**config.mk**
```make
export PLATFORM = sky130hd
export DESIGN_NAME = gpio_ports
export DESIGN_NICKNAME = d
export VERILOG_FILES = /design/src/design/gpio_pkg.sv /design/src/design/gpio_ports.sv
export SDC_FILE = /design/constraint.sdc
export NUM_CORES = 1
export LEC_CHECK = 0
export BUFFER_PORTS_ARGS = -buffer_cell sky130_fd_sc_hd__clkbuf_2
export CAP_MARGIN = 20
export CORE_UTILIZATION = 47
export DETAILED_ROUTE_END_ITERATION = 8
export GPL_TIMING_DRIVEN = 0
export PLACE_DENSITY = 0.79
export SKIP_CTS_REPAIR_TIMING = 1
export SYNTH_ARGS = -nofsm -noshare
export SYNTH_HDL_FRONTEND = slang
export SYNTH_SLANG_ARGS = --single-unit
```
**constraint.sdc**
```tcl
create_clock -name clk_i -period 2.3 [get_ports clk_i]
set_input_delay 0.345 -clock clk_i [delete_from_list [all_inputs] [get_ports clk_i]]
set_output_delay 0.345 -clock clk_i [all_outputs]
set_load 0.005 [all_outputs]
```
**src/design/gpio_pkg.sv**
```systemverilog
// Notes on behaviour
// - Latches A-D at indices 0-3, directions A-D at indices 4-7.
// - Widths A4 B6 C2 D7; unimplemented upper bits read as zero.
// - Reset clears direction bits; data latches keep their value.
// - Port C is two bidirectional pins with pullups only when input.
// - Port C pin direction follows its direction bit; latch is read/write.
// - Port D bits 4-5 go to timer only when edge/level bits select it.
// - Serial pins D0-D3 are general I/O while serial enable is clear.
// - Slave-select pin D0 is general I/O while serial is master.
// - Port D direction bits ignored for pin drive on serial-owned pins.
// - Port D direction bit always picks latch or pin on read.
// - With serial enabled, port B bit-0 direction has no effect on slave select.
// - Port D pullup only while direction bit is input, even on serial- or timer-owned pins; off when bit is output.
// - Pullup enable one connects the pullup, zero disconnects it.
package gpio_pkg;
  localparam int A_W = 4;
  localparam int B_W = 6;
  localparam int C_W = 2;
  localparam int D_W = 7;
  localparam int DATA_W = 8;
  localparam int IDX_W = 6;
  // Register indices; byte address is four times the index
  localparam logic [IDX_W-1:0] IDX_PORT_A_LATCH = 6'h00;
  localparam logic [IDX_W-1:0] IDX_PORT_B_LATCH = 6'h01;
  localparam logic [IDX_W-1:0] IDX_PORT_C_LATCH = 6'h02;
  localparam logic [IDX_W-1:0] IDX_PORT_D_LATCH = 6'h03;
  localparam logic [IDX_W-1:0] IDX_PORT_A_DIRECTION = 6'h04;
  localparam logic [IDX_W-1:0] IDX_PORT_B_DIRECTION = 6'h05;
  localparam logic [IDX_W-1:0] IDX_PORT_C_DIRECTION = 6'h06;
  localparam logic [IDX_W-1:0] IDX_PORT_D_DIRECTION = 6'h07;
  localparam logic [IDX_W-1:0] IDX_PORT_D_PULLUP_ENABLE = 6'h08;
  localparam logic [IDX_W-1:0] IDX_PORT_C_PULLUP_ENABLE = 6'h09;
  localparam logic [DATA_W-1:0] DIRECTION_RESET = 8'h00;
  localparam logic [DATA_W-1:0] PULLUP_RESET = 8'h00;
  // Port D bit positions of shared functions
  localparam int D_SS_BIT = 0;
  localparam int D_SPI_LO = 0;
  localparam int D_SPI_HI = 3;
  localparam int D_TIM_LO = 4;
  localparam int D_TIM_HI = 5;
  localparam int PIN_TOTAL = A_W + B_W + C_W + D_W;
endpackage : gpio_pkg

```
**src/design/gpio_ports.sv**
```systemverilog
`timescale 1ns/1ps
`default_nettype none
module gpio_ports
  import gpio_pkg::*;
(
  input wire logic clk_i,
  input wire logic rst_i,
  input wire logic cyc_i,
  input wire logic stb_i,
  input wire logic we_i,
  input wire logic [7:0] adr_i,
  input wire logic [3:0] sel_i,
  input wire logic [31:0] dat_i,
  output logic [31:0] dat_o,
  output logic ack_o,
  input wire logic [A_W-1:0] port_a_pin_i,
  output logic [A_W-1:0] port_a_pin_o,
  output logic [A_W-1:0] port_a_pin_oe_n_o,
  input wire logic [B_W-1:0] port_b_pin_i,
  output logic [B_W-1:0] port_b_pin_o,
  output logic [B_W-1:0] port_b_pin_oe_n_o,
  input wire logic [C_W-1:0] port_c_pin_i,
  output logic [C_W-1:0] port_c_pin_o,
  output logic [C_W-1:0] port_c_pin_oe_n_o,
  output logic [C_W-1:0] port_c_pullup_o,
  input wire logic [D_W-1:0] port_d_pin_i,
  output logic [D_W-1:0] port_d_pin_o,
  output logic [D_W-1:0] port_d_pin_oe_n_o,
  output logic [D_W-1:0] port_d_pullup_o,
  input wire logic serial_if_enable_i,
  input wire logic serial_if_master_select_i,
  input wire logic [3:0] serial_if_pin_out_i,
  input wire logic [3:0] serial_if_pin_oe_n_i,
  output logic [3:0] serial_if_pin_in_o,
  input wire logic [1:0] timer_edge_level_hi_i,
  input wire logic [1:0] timer_edge_level_lo_i,
  input wire logic [1:0] timer_pin_out_i,
  input wire logic [1:0] timer_pin_oe_n_i,
  output logic [1:0] timer_pin_in_o
);

  function automatic logic [DATA_W-1:0] read_mux(input logic [DATA_W-1:0] dir,
                                                 input logic [DATA_W-1:0] lat,
                                                 input logic [DATA_W-1:0] pin);
    read_mux = (dir & lat) | (~dir & pin);
  endfunction : read_mux

  function automatic logic [DATA_W-1:0] merge(input logic [DATA_W-1:0] old,
                                              input logic [DATA_W-1:0] wr,
                                              input logic [DATA_W-1:0] mask);
    merge = (old & ~mask) | (wr & mask);
  endfunction : merge

  // Pin synchronisers; stage one feeds stage two only
  logic [PIN_TOTAL-1:0] sync1_r;
  logic [PIN_TOTAL-1:0] sync2_r;
  logic [DATA_W-1:0] pa_s;
  logic [DATA_W-1:0] pb_s;
  logic [DATA_W-1:0] pc_s;
  logic [DATA_W-1:0] pd_s;

  always_ff @(posedge clk_i) begin
    sync1_r <= {port_d_pin_i, port_c_pin_i, port_b_pin_i, port_a_pin_i};
    sync2_r <= sync1_r;
  end

  assign pa_s = {{(DATA_W-A_W){1'b0}}, sync2_r[A_W-1:0]};
  assign pb_s = {{(DATA_W-B_W){1'b0}}, sync2_r[A_W+B_W-1:A_W]};
  assign pc_s = {{(DATA_W-C_W){1'b0}}, sync2_r[A_W+B_W+C_W-1:A_W+B_W]};
  assign pd_s = {{(DATA_W-D_W){1'b0}}, sync2_r[PIN_TOTAL-1:A_W+B_W+C_W]};

  // Latches have no reset; direction and pullup registers do
  logic [DATA_W-1:0] lat_a_r, lat_b_r, lat_c_r, lat_d_r;
  logic [DATA_W-1:0] lat_a_nxt, lat_b_nxt, lat_c_nxt, lat_d_nxt;
  logic [DATA_W-1:0] dir_a_r, dir_b_r, dir_c_r, dir_d_r;
  logic [DATA_W-1:0] dir_a_nxt, dir_b_nxt, dir_c_nxt, dir_d_nxt;
  logic [DATA_W-1:0] pue_d_r, pue_c_r;
  logic [DATA_W-1:0] pue_d_nxt, pue_c_nxt;
  logic ack_r, ack_nxt;
  logic [31:0] dat_r, dat_nxt;

  logic req;
  logic wr;
  logic [IDX_W-1:0] idx;
  logic [DATA_W-1:0] wd;
  logic [DATA_W-1:0] rd;

  assign req = cyc_i & stb_i & ~ack_r;
  assign wr = req & we_i & sel_i[0];
  assign idx = adr_i[7:2];
  assign wd = dat_i[DATA_W-1:0];

  localparam logic [DATA_W-1:0] MASK_A = 8'h0f;
  localparam logic [DATA_W-1:0] MASK_B = 8'h3f;
  localparam logic [DATA_W-1:0] MASK_C = 8'h03;
  localparam logic [DATA_W-1:0] MASK_D = 8'h7f;

  always_comb begin
    rd = 8'h00;
    case (idx)
      IDX_PORT_A_LATCH: rd = read_mux(dir_a_r, lat_a_r, pa_s) & MASK_A;
      IDX_PORT_B_LATCH: rd = read_mux(dir_b_r, lat_b_r, pb_s) & MASK_B;
      IDX_PORT_C_LATCH: rd = read_mux(dir_c_r, lat_c_r, pc_s) & MASK_C;
      IDX_PORT_D_LATCH: rd = read_mux(dir_d_r, lat_d_r, pd_s) & MASK_D;
      IDX_PORT_A_DIRECTION: rd = dir_a_r;
      IDX_PORT_B_DIRECTION: rd = dir_b_r;
      IDX_PORT_C_DIRECTION: rd = dir_c_r;
      IDX_PORT_D_DIRECTION: rd = dir_d_r;
      IDX_PORT_D_PULLUP_ENABLE: rd = pue_d_r;
      IDX_PORT_C_PULLUP_ENABLE: rd = pue_c_r;
      default: rd = 8'h00;
    endcase
  end

  always_comb begin
    lat_a_nxt = lat_a_r;
    lat_b_nxt = lat_b_r;
    lat_c_nxt = lat_c_r;
    lat_d_nxt = lat_d_r;
    dir_a_nxt = dir_a_r;
    dir_b_nxt = dir_b_r;
    dir_c_nxt = dir_c_r;
    dir_d_nxt = dir_d_r;
    pue_d_nxt = pue_d_r;
    pue_c_nxt = pue_c_r;
    ack_nxt = req;
    dat_nxt = (req & ~we_i) ? {24'h000000, rd} : 32'h00000000;
    if (wr) begin
      case (idx)
        IDX_PORT_A_LATCH: lat_a_nxt = merge(lat_a_r, wd, MASK_A);
        IDX_PORT_B_LATCH: lat_b_nxt = merge(lat_b_r, wd, MASK_B);
        IDX_PORT_C_LATCH: lat_c_nxt = merge(lat_c_r, wd, MASK_C);
        IDX_PORT_D_LATCH: lat_d_nxt = merge(lat_d_r, wd, MASK_D);
        IDX_PORT_A_DIRECTION: dir_a_nxt = wd & MASK_A;
        IDX_PORT_B_DIRECTION: dir_b_nxt = wd & MASK_B;
        IDX_PORT_C_DIRECTION: dir_c_nxt = wd & MASK_C;
        IDX_PORT_D_DIRECTION: dir_d_nxt = wd & MASK_D;
        IDX_PORT_D_PULLUP_ENABLE: pue_d_nxt = wd & MASK_D;
        IDX_PORT_C_PULLUP_ENABLE: pue_c_nxt = wd & MASK_C;
        default: ;
      endcase
    end
  end

  // Latches start unknown; pins stay quiet as direction resets to input
  always_ff @(posedge clk_i) begin
    lat_a_r <= lat_a_nxt & MASK_A;
    lat_b_r <= lat_b_nxt & MASK_B;
    lat_c_r <= lat_c_nxt & MASK_C;
    lat_d_r <= lat_d_nxt & MASK_D;
  end

  always_ff @(posedge clk_i) begin
    if (rst_i) begin
      dir_a_r <= DIRECTION_RESET;
      dir_b_r <= DIRECTION_RESET;
      dir_c_r <= DIRECTION_RESET;
      dir_d_r <= DIRECTION_RESET;
      pue_d_r <= PULLUP_RESET;
      pue_c_r <= PULLUP_RESET;
      ack_r <= 1'b0;
      dat_r <= 32'h00000000;
    end else begin
      dir_a_r <= dir_a_nxt;
      dir_b_r <= dir_b_nxt;
      dir_c_r <= dir_c_nxt;
      dir_d_r <= dir_d_nxt;
      pue_d_r <= pue_d_nxt;
      pue_c_r <= pue_c_nxt;
      ack_r <= ack_nxt;
      dat_r <= dat_nxt;
    end
  end

  assign ack_o = ack_r;
  assign dat_o = dat_r;

  // Ownership of shared port D pins
  logic [D_W-1:0] spi_own;
  logic [D_W-1:0] tim_own;
  logic [D_W-1:0] d_gpio_o;
  logic [D_W-1:0] d_gpio_oe_n;

  always_comb begin
    spi_own = '0;
    tim_own = '0;
    spi_own[D_SPI_HI:D_SPI_LO] = {4{serial_if_enable_i}};
    spi_own[D_SS_BIT] = serial_if_enable_i & ~serial_if_master_select_i;
    tim_own[D_TIM_HI:D_TIM_LO] = timer_edge_level_hi_i | timer_edge_level_lo_i;
  end

  assign d_gpio_o = lat_d_r[D_W-1:0] & dir_d_r[D_W-1:0];
  assign d_gpio_oe_n = ~dir_d_r[D_W-1:0];

  always_comb begin
    port_d_pin_o = d_gpio_o;
    port_d_pin_oe_n_o = d_gpio_oe_n;
    for (int i = D_SPI_LO; i <= D_SPI_HI; i++) begin
      if (spi_own[i]) begin
        port_d_pin_o[i] = serial_if_pin_out_i[i];
        port_d_pin_oe_n_o[i] = serial_if_pin_oe_n_i[i];
      end
    end
    for (int i = D_TIM_LO; i <= D_TIM_HI; i++) begin
      if (tim_own[i]) begin
        port_d_pin_o[i] = timer_pin_out_i[i-D_TIM_LO];
        port_d_pin_oe_n_o[i] = timer_pin_oe_n_i[i-D_TIM_LO];
      end
    end
  end

  // port B bit 0 never steers slave select
  assign serial_if_pin_in_o = pd_s[D_SPI_HI:D_SPI_LO];
  assign timer_pin_in_o = pd_s[D_TIM_HI:D_TIM_LO];

  assign port_a_pin_o = lat_a_r[A_W-1:0] & dir_a_r[A_W-1:0];
  assign port_a_pin_oe_n_o = ~dir_a_r[A_W-1:0];
  assign port_b_pin_o = lat_b_r[B_W-1:0] & dir_b_r[B_W-1:0];
  assign port_b_pin_oe_n_o = ~dir_b_r[B_W-1:0];
  assign port_c_pin_o = lat_c_r[C_W-1:0] & dir_c_r[C_W-1:0];
  assign port_c_pin_oe_n_o = ~dir_c_r[C_W-1:0];
  assign port_c_pullup_o = pue_c_r[C_W-1:0] & ~dir_c_r[C_W-1:0];
  assign port_d_pullup_o = pue_d_r[D_W-1:0] & ~dir_d_r[D_W-1:0];
endmodule : gpio_ports
`default_nettype wire

```
Word-level counts from Yosys, hierarchy flattened
Cells that the tools add are included.
{"block": "op_classes", "eq_ne": 9, "n_mux": 13, "n_bitwise": 37, "reduce_logical": 12}
{"operator": "$pmux W7 S10", "count": 1}
{"operator": "$and A7 B7 Y7", "count": 4}
{"operator": "$eq A6 B3 Y1 const B", "count": 4}
{"operator": "$reduce_and A2 Y1", "count": 10}
{"operator": "$and A6 B6 Y6", "count": 3}
{"operator": "$not A7 Y7", "count": 2}
{"operator": "$and A4 B4 Y4", "count": 3}
{"operator": "$eq A6 B2 Y1 const B", "count": 2}
{"operator": "$eq A6 B4 Y1 const B", "count": 2}
{"operator": "$mux W1", "count": 12}
{"operator": "$not A6 Y6", "count": 2}
{"operator": "$and A2 B2 Y2", "count": 4}
{"operator": "$not A4 Y4", "count": 2}
{"operator": "$or A7 B7 Y7", "count": 1}
{"operator": "$and A1 B1 Y1", "count": 6}
{"operator": "$eq A6 B1 Y1 const B", "count": 1}
{"operator": "$logic_not A6 Y1", "count": 1}
{"operator": "$or A6 B6 Y6", "count": 1}
{"operator": "$not A1 Y1", "count": 4}
{"operator": "$not A2 Y2", "count": 2}
{"operator": "$or A2 B2 Y2", "count": 2}
{"operator": "$or A4 B4 Y4", "count": 1}
{"operator": "$reduce_or A2 Y1", "count": 1}
{"block": "totals", "ff_bits": 118, "in_bits": 86, "out_inout_bits": 86, "wordCells": 86}

Logic depth before layout (Yosys ltp)
{"block": "logic_depth", "depth_word": 5, "mapped_depth": 7, "depth_no_buf": 4}

Worst setup path after synthesis
OpenSTA, ideal clock, no wires.
{"block": "synth_path", "path_type": "input-to-reg", "from": "in adr_i[5]", "to": "reg lat_d_r[0], enable pin", "setup_time_ns": 0.380, "t_arrival_ns": 1.699, "required_time_ns": 1.920, "path_slack_ns": 0.221, "stages": 5, "n_path_buf": 3, "cell_sequence": "clkbuf_1 -> or2_2 -> clkbuf_1 -> clkbuf_1 -> nor3_1"}
{"block": "synth_via", "elab_chain_len": 2}
{"item": "start, declared", "line": "gpio_ports.sv:11", "text": "input wire logic [7:0] adr_i,"}
{"item": "$eq A6 B2 Y1", "line": "gpio_ports.sv:129", "text": "case (idx)"}
{"item": "$reduce_and A2 Y1 (no source line)"}
{"item": "end signal, assigned", "line": "gpio_ports.sv:150", "text": "lat_d_r <= lat_d_nxt & MASK_D;"}
{"item": "end, declared", "line": "gpio_ports.sv:73", "text": "logic [DATA_W-1:0] lat_a_r, lat_b_r, lat_c_r, lat_d_r;"}
Every way passes these cells.
A chain may end at the register's enable or synchronous reset.

Worst setup path after layout
{"block": "layout_path", "from": "reg ack_r, in the netlist ack_o", "to": "reg lat_a_r[0], enable pin"}
{"block": "layout_via", "elab_chain_len": 5}
{"item": "start, declared", "line": "gpio_ports.sv:79", "text": "logic ack_r, ack_nxt;"}
{"item": "start signal, assigned", "line": "gpio_ports.sv:170", "text": "ack_r <= ack_nxt;"}
{"item": "$not A1 Y1", "line": "gpio_ports.sv:88", "text": "assign req = cyc_i & stb_i & ~ack_r;"}
{"item": "$and A1 B1 Y1", "line": "gpio_ports.sv:88"}
{"item": "$and A1 B1 Y1 (2 in series)", "line": "gpio_ports.sv:89", "text": "assign wr = req & we_i & sel_i[0];"}
{"item": "$reduce_and A2 Y1 (no source line)"}
{"item": "end signal, assigned", "line": "gpio_ports.sv:147", "text": "lat_a_r <= lat_a_nxt & MASK_A;"}
{"item": "end, declared", "line": "gpio_ports.sv:73"}
Every way passes these cells.

==> results.toml <==
[clocking]
insertion_delay_ns = 0.36
clock_sinks = 93
clock_path_buffers = 2
cts_tree = "done"
htree_num_levels = 3
path_clk_slew_ns = 0.10
root_buffer = "clkbuf_8"
cts_made_buffers = 9

[place]
detailedPlace.worstSlack_ns = -0.467
dp_hpwl_um = 6870
placedCellCount = 607
portBuffers = 115
post_dp_cell_area_um2 = 4570
place_congestion = 0.880

[worst_setup_path]
critPathRequiredTime_ns = 2.29
ff2ff_setup_slack_ns = 0.24
r2r_end = "lat_a_r[0]$_DFFE_PP_"
crit_type = "reg2reg"
crit_path_max_incr_delay_ns = 0.51
crit_path_start_kind = "flop"
crit_fanout = 8
r2r-start = "ack_o$_SDFF_PP0_"
critical_path_arrival_ns = 2.05
crit_slowest_cell = "nor3_1"
crit_path_cell_trace = "nand3b_2 > or2_2 > nor3_1"
reg2reg_depth = 3
cp-end-kind = "flop"

[yosys]
yosys.area.top_type = "dfxtp_1"
ys_ff_latch = 93
yosysSeqAreaShare = 0.543
yosysTopAreaCellShare = 0.392
synth.distinct_cells = 42
synth_common_cells = "dfxtp_1, nor2_1, mux2i_1"
synth_area_leaders = "dfxtp_1, edfxtp_1, mux2i_1"
ys_async_sr_fraction = 0
yosys_warnings = 0
yosysMostFrequentCell = "dfxtp_1"
syn-instance-count = 366
synth-edff-count = 19
synth_area_um2 = 3780
synth_ff_type = "dfxtp_1"
avgSynthCellArea_um2 = 10.3

[sta]
min_period_ns = 2.06
worst_clock_skew_ns = 0.0139
rsz0062_at_grt = "false"
relSlewSlack = 0.522
drv_slew = 0
setup_ws_ns = 0.238
fmax_mhz = 485
final.period_utilization = 0.896
setup_viol = 0
finalHoldViolCount = 0
worstMarginPinSlew_ns = 0.717

[floorplan]
die_h_um = 91.7
rows = 32
ioPinCount = 172
die_width_um = 91.7
dieArea_um2 = 8400
start_util = 0.486
core_um2 = 7770

[route]
ant_nets = 0
vias_per_cell = 4.94
drt-total-wl_um = 9040
drtIter0Drc = 188
drtPass1Iterations = 4
drc = 0
vias = 3080
wl_per_cell_um = 14.5

[min_path]
hp-start = "port_d_pin_i[4]"
hold_end = "sync1_r[16]$_DFF_P_"
hold_depth = 1
hold_path.class = "in2reg"

[global_routing]
overflow = 0
grt_pass1_wl_um = 14200
antenna_found_initial = 0
grt_usage = 0.220
grt_pass1_vias = 2836
grt_max_degree = 16

[power]
p_leak_uw = 0.00201
power_uw = 2950
p_per_area_nw_per_um2 = 619
peakVddDrop_v = 0.000414

[finish]
drive_gt1_frac = 0.339
syn_to_final_growth_pct = 26.3
fillers = 665
fin_nets = 603
n_antenna_cell = 0
final_util = 0.614
final_area_um2 = 4770
instances_no_fill = 624

[run]
cap_violations = 0

[run_status]
status = "completed"
power breakdown:
part / internal, uW / switching, uW
Combinational: 105 / 121
Clock: 457 / 562
Sequential: 1700 / 10.8
Total: 2260 / 693
metal layers:
metal	global-route usage	vias to the layer above	part of all wire
li1	-	1514	-
met1	0.294	1419	0.44
met2	0.362	136	0.48
met3	0.0340	11	0.071
met4	0.0794	0	0.013
met5	0	-	0
worst max-delay path: cells and delay by family, from the launching register on:
| kind | cells | cell delay, ns |
|---|---|---|
| flops | 1 | 0.32 |
| simple gates | 3 | 1.37 |
final cells by class:
| cell class | count | area [um^2] | share of cell area |
|---|---|---|---|
| timing repair buffer | 116 | 583 | 0.122 |
| clock inverter | 4 | 31.3 | 0.00656 |
| buffer | 43 | 287 | 0.0601 |
| sequential | 93 | 2050 | 0.430 |
| tap | 102 | 128 | 0.0268 |
| inverter | 22 | 82.6 | 0.0173 |
| multi-input combinational | 232 | 1450 | 0.304 |
| clock buffer | 12 | 155 | 0.0325 |
state kept, by name, summed over array words and instances (netlist names):
signal / flops
sync1_r: 19
sync2_r: 19
dat_o: 7
dir_d_r: 7
lat_d_r: 7
pue_d_r: 7
dir_b_r: 6
lat_b_r: 6
dir_a_r: 4
lat_a_r: 4
dir_c_r: 2
lat_c_r: 2
pue_c_r: 2
ack_o: 1
placed cells by master (no fill, tap or decap), types with 5 or more instances in the layout:
cell type    n
a22oi_1      6
nor3_1      11
nor2b_1      9
clkbuf_8    11
nor2_1      46
dfxtp_1     74
and2_1      12
conb_1      25
o21ai_0     22
inv_1       22
edfxtp_1    19
buf_4       31
nor4_1       5
nand2_1     12
a31oi_1      6
nand2b_1     5
clkbuf_1    11
mux2i_1     34
clkbuf_2   115
cell families after synthesis:
| logic type | share of synthesized area |
|---|---|
| AOI/OAI and AO/OA | 0.0897 |
| buffers and inverters | 0.0977 |
| DFF | 0.543 |
| muxes | 0.0901 |
| other | 0.000992 |
| and+or+nand+nor | 0.178 |
worst max path at each step:
stage | startpoint | to | slack, ns | cells after the start
floorplan | adr_i[5] | lat_d_r[0]$_DFFE_PP_ | 0.22 | 5
global placement | adr_i[5] | lat_d_r[5]$_DFFE_PP_ | -0.41 | 5
detailed placement | adr_i[5] | lat_d_r[6]$_DFFE_PP_ | -0.47 | 5
CTS | ack_o$_SDFF_PP0_ | lat_d_r[1]$_DFFE_PP_ | -0.18 | 3
global route | ack_o$_SDFF_PP0_ | lat_a_r[0]$_DFFE_PP_ | 0.13 | 3
finish | ack_o$_SDFF_PP0_ | lat_a_r[0]$_DFFE_PP_ | 0.24 | 3
stage by stage:
stage | TNS, ns | hold WS, ns
CTS | -1.89 | 0.0757
global route | 0 | 0.0770
finish | 0 | 0.0802
detailed placement | -5.38 | 0.312
floorplan | 0 | 0.310
global placement | -4.78 | 0.310
Note: power is estimated with default switching activity, not from simulation.
